==> config.mk <==
export PLATFORM = sky130hd
export DESIGN_NAME = tse_core
export DESIGN_NICKNAME = d
export VERILOG_FILES = /design/src/rtl/tse_pkg.sv /design/src/rtl/tse_core.sv
export SDC_FILE = /design/constraint.sdc
export NUM_CORES = 1
export LEC_CHECK = 0
export BUFFER_PORTS_ARGS = -buffer_cell sky130_fd_sc_hd__clkbuf_2
export CAP_MARGIN = 20
export CORE_MARGIN = 10
export CORE_UTILIZATION = 40
export DETAILED_ROUTE_END_ITERATION = 8
export HOLD_SLACK_MARGIN = 0.1
export PLACE_DENSITY = 0.67
export SLEW_MARGIN = 20
export SYNTH_ARGS = -nofsm -noshare
export SYNTH_HDL_FRONTEND = slang
export SYNTH_SLANG_ARGS = --single-unit
==> constraint.sdc <==
create_clock -name clk_i -period 3.8 [get_ports clk_i]
set_clock_uncertainty 0.15 [all_clocks]
set_input_delay 0.57 -clock clk_i [delete_from_list [all_inputs] [get_ports clk_i]]
set_output_delay 0.57 -clock clk_i [all_outputs]
set_load 0.005 [all_outputs]
==> src/rtl/tse_pkg.sv <==
// constants for the timer status and event generation block
package tse_pkg;
  localparam logic [7:0] TSE_FLAGS_OFF = 8'h10;
  localparam logic [7:0] TSE_TRIG_OFF = 8'h14;
  localparam logic [7:0] TSE_IRQEN_OFF = 8'h0C;
  localparam logic [7:0] TSE_CFG_OFF = 8'h20;
  localparam logic [31:0] TSE_FLAGS_RST = 32'h0000_0000;
  localparam logic [31:0] TSE_FLAGS_MASK = 32'h0000_1eff;
  localparam logic [31:0] TSE_IRQEN_MASK = 32'h0000_7fff;
  localparam logic [31:0] TSE_CFG_MASK = 32'h0000_00ff;
  localparam int TSE_UPD_BIT = 0;
  localparam int TSE_CH_BIT = 1;
  localparam int TSE_COM_BIT = 5;
  localparam int TSE_TRG_BIT = 6;
  localparam int TSE_BRK_BIT = 7;
  localparam int TSE_OVC_BIT = 9;
  localparam int TSE_DMA_BIT = 8;
  localparam int TSE_CFG_URS = 0;
  localparam int TSE_CFG_UPDATE_DISABLE = 1;
  localparam int TSE_CFG_DIR = 2;
  localparam int TSE_CFG_CPC = 3;
  localparam int TSE_CFG_INPUT = 4;
  localparam logic [1:0] TSE_RESP_OKAY = 2'b00;
  localparam logic [1:0] TSE_RESP_SLVERR = 2'b10;
endpackage

==> src/rtl/tse_core.sv <==
// status flags and software event generation of an advanced timer, AXI4-Lite slave
//
// Decided for this implementation: the AXI4-Lite register port.
`timescale 1ns/1ps
module tse_core (
  input wire logic clk_i,
  input wire logic rst_i,
  input wire logic [7:0] s_axi_awaddr_i,
  input wire logic s_axi_awvalid_i,
  output logic s_axi_awready_o,
  input wire logic [31:0] s_axi_wdata_i,
  input wire logic [3:0] s_axi_wstrb_i,
  input wire logic s_axi_wvalid_i,
  output logic s_axi_wready_o,
  output logic [1:0] s_axi_bresp_o,
  output logic s_axi_bvalid_o,
  input wire logic s_axi_bready_i,
  input wire logic [7:0] s_axi_araddr_i,
  input wire logic s_axi_arvalid_i,
  output logic s_axi_arready_o,
  output logic [31:0] s_axi_rdata_o,
  output logic [1:0] s_axi_rresp_o,
  output logic s_axi_rvalid_o,
  input wire logic s_axi_rready_i,
  input wire logic break_active_i,
  input wire logic slave_trigger_input_i,
  input wire logic slave_enable_i,
  input wire logic gated_mode_i,
  input wire logic trigger_reinit_i,
  input wire logic commutation_event_i,
  input wire logic counter_wrap_i,
  input wire logic center_align_select_i,
  input wire logic center_match_allow_i,
  input wire logic rep_zero_i,
  input wire logic [15:0] counter_value_i,
  input wire logic [15:0] auto_reload_value_i,
  input wire logic [63:0] chan_compare_value_i,
  input wire logic [3:0] capture_event_i,
  input wire logic [3:0] capture_read_i,
  output logic main_output_enable_clr_o,
  output logic update_force_o,
  output logic counter_load_o,
  output logic [15:0] counter_load_value_o,
  output logic prescaler_clear_o,
  output logic commutation_apply_o,
  output logic [3:0] chan_capture_strobe_o,
  output logic [31:0] irq_enable_o,
  output logic irq_o,
  output logic [6:0] dma_req_o
);
  import tse_pkg::*;

  logic [31:0] flags;
  logic [31:0] irq_en;
  logic [7:0] cfg;
  logic [7:0] force_evt;
  logic [2:0] brk_sync;
  logic [2:0] trg_sync;
  logic aw_held;
  logic w_held;
  logic [7:0] aw_addr;
  logic [31:0] w_data;
  logic [3:0] w_strb;
  logic [31:0] cfg_merged;

  function automatic logic [31:0] lane_merge(input logic [31:0] old_v, input logic [31:0] new_v,
                                             input logic [3:0] strb);
    logic [31:0] r;
    r = old_v;
    for (int i = 0; i < 4; i++) begin
      if (strb[i]) begin
        r[i*8 +: 8] = new_v[i*8 +: 8];
      end
    end
    return r;
  endfunction

  // write channel: address and data taken independently, response after both
  assign s_axi_awready_o = !aw_held && !s_axi_bvalid_o;
  assign s_axi_wready_o = !w_held && !s_axi_bvalid_o;
  wire aw_take = s_axi_awvalid_i && s_axi_awready_o;
  wire w_take = s_axi_wvalid_i && s_axi_wready_o;
  wire have_aw = aw_held || aw_take;
  wire have_w = w_held || w_take;
  wire do_write = have_aw && have_w && !s_axi_bvalid_o;
  wire [7:0] wr_addr = aw_held ? aw_addr : s_axi_awaddr_i;
  wire [31:0] wr_data = w_held ? w_data : s_axi_wdata_i;
  wire [3:0] wr_strb = w_held ? w_strb : s_axi_wstrb_i;
  wire wr_flags = do_write && (wr_addr == TSE_FLAGS_OFF);
  wire wr_trig = do_write && (wr_addr == TSE_TRIG_OFF);
  wire wr_irqen = do_write && (wr_addr == TSE_IRQEN_OFF);
  wire wr_cfg = do_write && (wr_addr == TSE_CFG_OFF);
  wire wr_hit = wr_flags || wr_trig || wr_irqen || wr_cfg;

  always_ff @(posedge clk_i or posedge rst_i) begin
    if (rst_i) begin
      aw_held <= 1'b0;
      w_held <= 1'b0;
      aw_addr <= 8'h00;
      w_data <= 32'h0000_0000;
      w_strb <= 4'h0;
      s_axi_bvalid_o <= 1'b0;
      s_axi_bresp_o <= TSE_RESP_OKAY;
    end else begin
      if (aw_take) begin
        aw_addr <= s_axi_awaddr_i;
      end
      if (w_take) begin
        w_data <= s_axi_wdata_i;
        w_strb <= s_axi_wstrb_i;
      end
      aw_held <= have_aw && !do_write;
      w_held <= have_w && !do_write;
      if (do_write) begin
        s_axi_bvalid_o <= 1'b1;
        s_axi_bresp_o <= wr_hit ? TSE_RESP_OKAY : TSE_RESP_SLVERR;
      end else if (s_axi_bready_i) begin
        s_axi_bvalid_o <= 1'b0;
      end
    end
  end

  // read channel: one cycle latency; event register reads as zero
  assign s_axi_arready_o = !s_axi_rvalid_o;
  wire ar_take = s_axi_arvalid_i && s_axi_arready_o;
  wire rd_flags = s_axi_araddr_i == TSE_FLAGS_OFF;
  wire rd_trig = s_axi_araddr_i == TSE_TRIG_OFF;
  wire rd_irqen = s_axi_araddr_i == TSE_IRQEN_OFF;
  wire rd_cfg = s_axi_araddr_i == TSE_CFG_OFF;
  wire rd_hit = rd_flags || rd_trig || rd_irqen || rd_cfg;
  wire [31:0] rd_mux = rd_flags ? (flags & TSE_FLAGS_MASK) :
                       rd_irqen ? irq_en :
                       rd_cfg ? {24'h00_0000, cfg} : 32'h0000_0000;

  always_ff @(posedge clk_i or posedge rst_i) begin
    if (rst_i) begin
      s_axi_rvalid_o <= 1'b0;
      s_axi_rdata_o <= 32'h0000_0000;
      s_axi_rresp_o <= TSE_RESP_OKAY;
    end else if (ar_take) begin
      s_axi_rvalid_o <= 1'b1;
      s_axi_rdata_o <= rd_mux;
      s_axi_rresp_o <= rd_hit ? TSE_RESP_OKAY : TSE_RESP_SLVERR;
    end else if (s_axi_rready_i) begin
      s_axi_rvalid_o <= 1'b0;
    end
  end

  // pin synchronisers; stage 0 feeds only stage 1
  always_ff @(posedge clk_i or posedge rst_i) begin
    if (rst_i) begin
      brk_sync <= 3'b000;
      trg_sync <= 3'b000;
    end else begin
      brk_sync <= {brk_sync[1:0], break_active_i};
      trg_sync <= {trg_sync[1:0], slave_trigger_input_i};
    end
  end
  wire brk_level = brk_sync[1];
  wire trg_rise = trg_sync[1] && !trg_sync[2];
  wire trg_fall = !trg_sync[1] && trg_sync[2];

  // event pulses: forced bits act one cycle after the write and then vanish
  wire [31:0] trig_merged = lane_merge(32'h0000_0000, wr_data, wr_strb);
  always_ff @(posedge clk_i or posedge rst_i) begin
    if (rst_i) begin
      force_evt <= 8'h00;
    end else begin
      force_evt <= wr_trig ? trig_merged[7:0] : 8'h00;
    end
  end

  wire updis = cfg[TSE_CFG_UPDATE_DISABLE];
  wire update_request_source = cfg[TSE_CFG_URS];
  wire [3:0] chan_input = cfg[TSE_CFG_INPUT +: 4];
  wire force_upd = force_evt[TSE_UPD_BIT];
  wire force_com = force_evt[TSE_COM_BIT] && cfg[TSE_CFG_CPC];
  wire force_trg = force_evt[TSE_TRG_BIT];
  wire force_brk = force_evt[TSE_BRK_BIT];
  wire [3:0] force_ch = force_evt[TSE_CH_BIT +: 4];

  wire set_upd = (counter_wrap_i && rep_zero_i && !updis) ||
                 (force_upd && !update_request_source && !updis) ||
                 (trigger_reinit_i && !update_request_source && !updis);
  wire set_trg = (slave_enable_i && (trg_rise || (gated_mode_i && trg_fall))) ||
                 force_trg;
  wire set_com = commutation_event_i || force_com;
  wire set_brk = brk_level || force_brk;

  logic [3:0] set_cc;
  logic [3:0] set_ov;
  genvar g;
  generate
    for (g = 0; g < 4; g++) begin : g_chan
      wire [15:0] cmp = chan_compare_value_i[g*16 +: 16];
      wire over = cmp > auto_reload_value_i;
      wire eq_hit = (counter_value_i == cmp) &&
                    (!center_align_select_i || center_match_allow_i);
      wire out_set = !chan_input[g] && ((!over && eq_hit) || (over && counter_wrap_i) ||
                     force_ch[g]);
      wire in_cap = chan_input[g] && (capture_event_i[g] || force_ch[g]);
      assign set_cc[g] = out_set || in_cap;
      assign set_ov[g] = in_cap && flags[TSE_CH_BIT + g];
    end
  endgenerate

  // software clear mask: a zero written in an enabled lane clears (not the break bit while break is active), ones keep
  wire [31:0] keep_w = lane_merge(32'hffff_ffff, wr_data, wr_strb);
  logic [31:0] clr_mask;
  always_comb begin
    clr_mask = wr_flags ? ~keep_w : 32'h0000_0000;
    clr_mask[TSE_BRK_BIT] = clr_mask[TSE_BRK_BIT] && !brk_level;
    for (int i = 0; i < 4; i++) begin
      clr_mask[TSE_CH_BIT + i] = clr_mask[TSE_CH_BIT + i] ||
                                 (chan_input[i] && capture_read_i[i]);
    end
  end
  wire [31:0] set_mask = {19'h0_0000, set_ov, 1'b0, set_brk, set_trg, set_com, set_cc, set_upd};
  // set beats clear so an event landing on a clear is kept
  wire [31:0] next_flags = ((flags & ~clr_mask) | set_mask) & TSE_FLAGS_MASK;
  assign cfg_merged = lane_merge({24'h00_0000, cfg}, wr_data, wr_strb);

  always_ff @(posedge clk_i or posedge rst_i) begin
    if (rst_i) begin
      flags <= TSE_FLAGS_RST;
      irq_en <= 32'h0000_0000;
      cfg <= 8'h00;
    end else begin
      flags <= next_flags;
      if (wr_irqen) begin
        irq_en <= lane_merge(irq_en, wr_data, wr_strb) & TSE_IRQEN_MASK;
      end
      if (wr_cfg) begin
        cfg <= cfg_merged[7:0];
      end
    end
  end

  // downstream strobes, registered so they line up with the flag change
  always_ff @(posedge clk_i or posedge rst_i) begin
    if (rst_i) begin
      main_output_enable_clr_o <= 1'b0;
      update_force_o <= 1'b0;
      counter_load_o <= 1'b0;
      counter_load_value_o <= 16'h0000;
      prescaler_clear_o <= 1'b0;
      commutation_apply_o <= 1'b0;
      chan_capture_strobe_o <= 4'h0;
    end else begin
      main_output_enable_clr_o <= force_brk;
      update_force_o <= force_upd;
      counter_load_o <= force_upd;
      counter_load_value_o <= (center_align_select_i || !cfg[TSE_CFG_DIR]) ? 16'h0000 :
                              auto_reload_value_i;
      prescaler_clear_o <= force_upd;
      commutation_apply_o <= force_com;
      chan_capture_strobe_o <= force_ch & chan_input;
    end
  end

  assign irq_enable_o = irq_en;
  assign irq_o = |(flags[7:0] & irq_en[7:0]);
  assign dma_req_o = flags[6:0] & irq_en[TSE_DMA_BIT +: 7];
endmodule // tse_core

==> results.json <==
{
  "outcome": "finished, final reports clean",
  "rsz0062_at_grt": "no",
  "grtUsageMet3_pct": 4.93,
  "finalHoldViolCount": 0,
  "place_inst": 1183,
  "worstPathRequired_ns": 3.95,
  "cts.clk_slew.worst_paths_ns": 0.05,
  "dpl.hpwl_um": 20500,
  "hp-class": "in -> reg",
  "io_buffer_count": 223,
  "grt_use_met2_pct": 33.4,
  "htreeDepth": 4,
  "pwr-share-comb_pct": 27.2,
  "grt_pass1_wl_um": 37600,
  "drtAntennaViolNets": 0,
  "cts_tree": "yes",
  "grtUsageTotal_pct": 19.8,
  "relSlewSlack_pct": 40.8,
  "drt_iter0_drc": 606,
  "globalplace.congestion": 0.932,
  "powerDensity_mw_per_mm2": 495,
  "synth.cell_area_mm2": 0.00749,
  "post_cts_resized": 0,
  "die_x_um": 157,
  "use_met1_pct": 23.6,
  "numCtsBuffers": 17,
  "antenna_found_initial": 2,
  "avgRoutedWirePerCell_um": 20.1,
  "yosysSeqAreaShare_pct": 39.1,
  "setup_ws_ns": 0.891,
  "avgSynthCellArea_um2": 9.90,
  "gr-max-usage-layer": "met2",
  "drc": 0,
  "p_int_mw": 3.14,
  "netlist_top_cells_area": "dfrtp_1 (39%), ha_1 (11%), xnor2_1 (7.5%)",
  "synth_top_area_share_pct": 39.1,
  "wirelength_um": 24500,
  "vias_per_cell": 5.27,
  "synth_cells": 757,
  "placement.cell_area_mm2": 0.00869,
  "yosysMostFrequentCell": "dfrtp_1",
  "endpoint_kind": "register",
  "synth-main-ff-cell": "dfrtp_1",
  "syn2layout_area_growth_pct": 24.2,
  "startpoint": "w_held$_DFF_PP0_",
  "gr-total-overflow": 0,
  "tns_ns": 0,
  "synth_cell_types": 63,
  "post-route-period-util_pct": 76.6,
  "start_util_pct": 41.1,
  "crit_fanout": 14,
  "peakVddDrop_v": 0.000384,
  "swShare_pct": 32.0,
  "drt_pass1_iterations": 7,
  "dieArea_mm2": 0.0246,
  "max_cap_violations": 0,
  "start_kind": "register",
  "pwr-share-clk_pct": 34.1,
  "tightest_slew_ns": 0.881,
  "grt_pass1_vias": 6699,
  "grt_max_degree": 47,
  "async_reset_ff_share_pct": 100,
  "arrival_ns": 3.06,
  "timing.fmax_ghz": 0.344,
  "cts_root_buf": "clkbuf_16",
  "die_h_um": 157,
  "place_ws_ns": 0.859,
  "synth_common_cells": "dfrtp_1 (117), ha_1 (64), xnor2_1 (64)",
  "worst-setup-path-type": "reg -> reg",
  "fp.coreArea_mm2": 0.0182,
  "vias": 6409,
  "clock-sinks": 117,
  "synth_largest_area_cell": "dfrtp_1",
  "synth_edf_count": 0,
  "finalCriticalPeriod_ns": 2.91,
  "drv_slew": 0,
  "reg2reg_from": "w_held$_DFF_PP0_",
  "fin_area_mm2": 0.00931,
  "rows": 49,
  "p_switching_mw": 1.47,
  "ys_ff_latch": 117,
  "p_leak_nw": 4.50,
  "clkLatencyLatePin_ns": 0.42,
  "clockBufferDepth": 2,
  "final_util_pct": 51.1,
  "fin_nets": 1212,
  "fin_cells": 1217,
  "setup_violations": 0,
  "io_pins": 279,
  "min-delay-start": "slave_trigger_input_i",
  "p_seq_share_pct": 38.6,
  "yosys_warnings": 0,
  "drive_above_1_share_pct": 31.7
}
-- cell type report --
type | instances | area (µm²)
Multi-Input combinational cell | 573 | 4170
Antenna cell | 1 | 2.50
Tap cell | 229 | 287
Sequential cell | 117 | 2930
Clock inverter | 12 | 130
Inverter | 32 | 124
Clock buffer | 19 | 453
Fill cell | 1721 | 8900
Timing Repair Buffer | 234 | 1220
-- through the flow --
step / hold WS [ns] / total power, mW
floorplan: 0.181 / 2.59
global placement: 0.184 / 3.02
detailed placement: 0.190 / 3.06
CTS: 0.103 / 4.64
global route: 0.115 / 4.87
finish: 0.116 / 4.61
-- worst max-delay path: stages (launching register included) --
cell,delay (ns)
dfrtp_1,0.73
mux2i_1,0.34
nand2b_1,0.32
nor4_1,0.50
o21ai_0,0.25
a2111o_1,0.38
o211a_1,0.12
-- placed cells by master, fill, tap and decap left out, drive strengths merged, types with 3 or more instances in the layout --
master    instances
and3              5
a22oi             8
mux2i            17
conb             36
nor3              6
o21ai            28
clkinv            4
nor2b             5
a22o              4
buf               9
nor3b             3
nor2             51
clkinvlp          6
xnor2            64
nor4             13
nand4b            3
mux2             32
nor4b             3
inv              32
a2111o            3
a21oi            55
nand2            44
a222oi            8
and2             30
clkbuf          242
a31oi             3
o211ai            4
nand2b            5
dfrtp           117
ha               64
o21a              5
or3               3
or4               3
and4              3
nand3            15
nand4            24
-- per-layer routing --
metal	vias up	part of all wire, %	wire (µm)
met3	50	6.6	1620
met4	2	3.0	740
li1	3074	-	-
met2	218	49	12000
met5	-	0.053	13
met1	3065	41	10100
-- sequential cells by signal, summed over array words and instances, names as in the netlist, 2 cells and up --
register               count
force_evt                  8
flags                     12
aw_addr                    8
trg_sync                   3
w_strb                     2
s_axi_rdata_o             15
w_data                    15
irq_enable_o              15
counter_load_value_o      16
cfg                        8
brk_sync                   2
chan_capture_strobe_o      4
-- final timing paths --
| path | cells past startpoint | slack [ns] | to |
|---|---|---|---|
| setup / recovery | 6 | 0.89 | flags[3]$_DFF_PP0_ |
| hold / removal | 1 | 0.12 | trg_sync[0]$_DFF_PP0_ |
| setup reg to reg | 6 | 0.89 | flags[3]$_DFF_PP0_ |
| hold reg to reg | 0 | 0.20 | trg_sync[1]$_DFF_PP0_ |
| max in group asynchronous | 4 | 2.10 | w_data[10]$_DFFE_PP0P_ |
| min in group asynchronous | 3 | 0.62 | counter_load_value_o[3]$_DFF_PP0_ |
-- repair_timing --
| item | 4_1_cts | 5_1_grt |
|---|---|---|
| buffers inserted | 0 | 0 |
| hold buffers | 2 | 0 |
| hold endpoints to repair | 25 | 0 |
-- cell families (layout without fill, tap and decap cells) --
logic type | Yosys count | after routing | synth area share, %
compound gates | 140 | 140 | 12.2
xor+xnor | 64 | 64 | 7.48
fa+ha+maj | 64 | 64 | 10.7
buf+inv | 102 | 297 | 7.26
flops | 117 | 117 | 39.1
mux | 49 | 49 | 7.08
other cells | 1 | 37 | 0.0501
simple gates | 220 | 220 | 16.1
-- power groups by stage --
stage | clock network [mW] | logic (mW) | registers, mW
2_1_floorplan | 0 | 0.902 | 1.69
3_3_place_gp | 0 | 1.23 | 1.78
3_5_place_dp | 0 | 1.26 | 1.80
4_1_cts | 1.59 | 1.27 | 1.78
5_1_grt | 1.64 | 1.41 | 1.82
6_report | 1.57 | 1.26 | 1.78
Note: power is estimated with default switching activity, not from simulation.
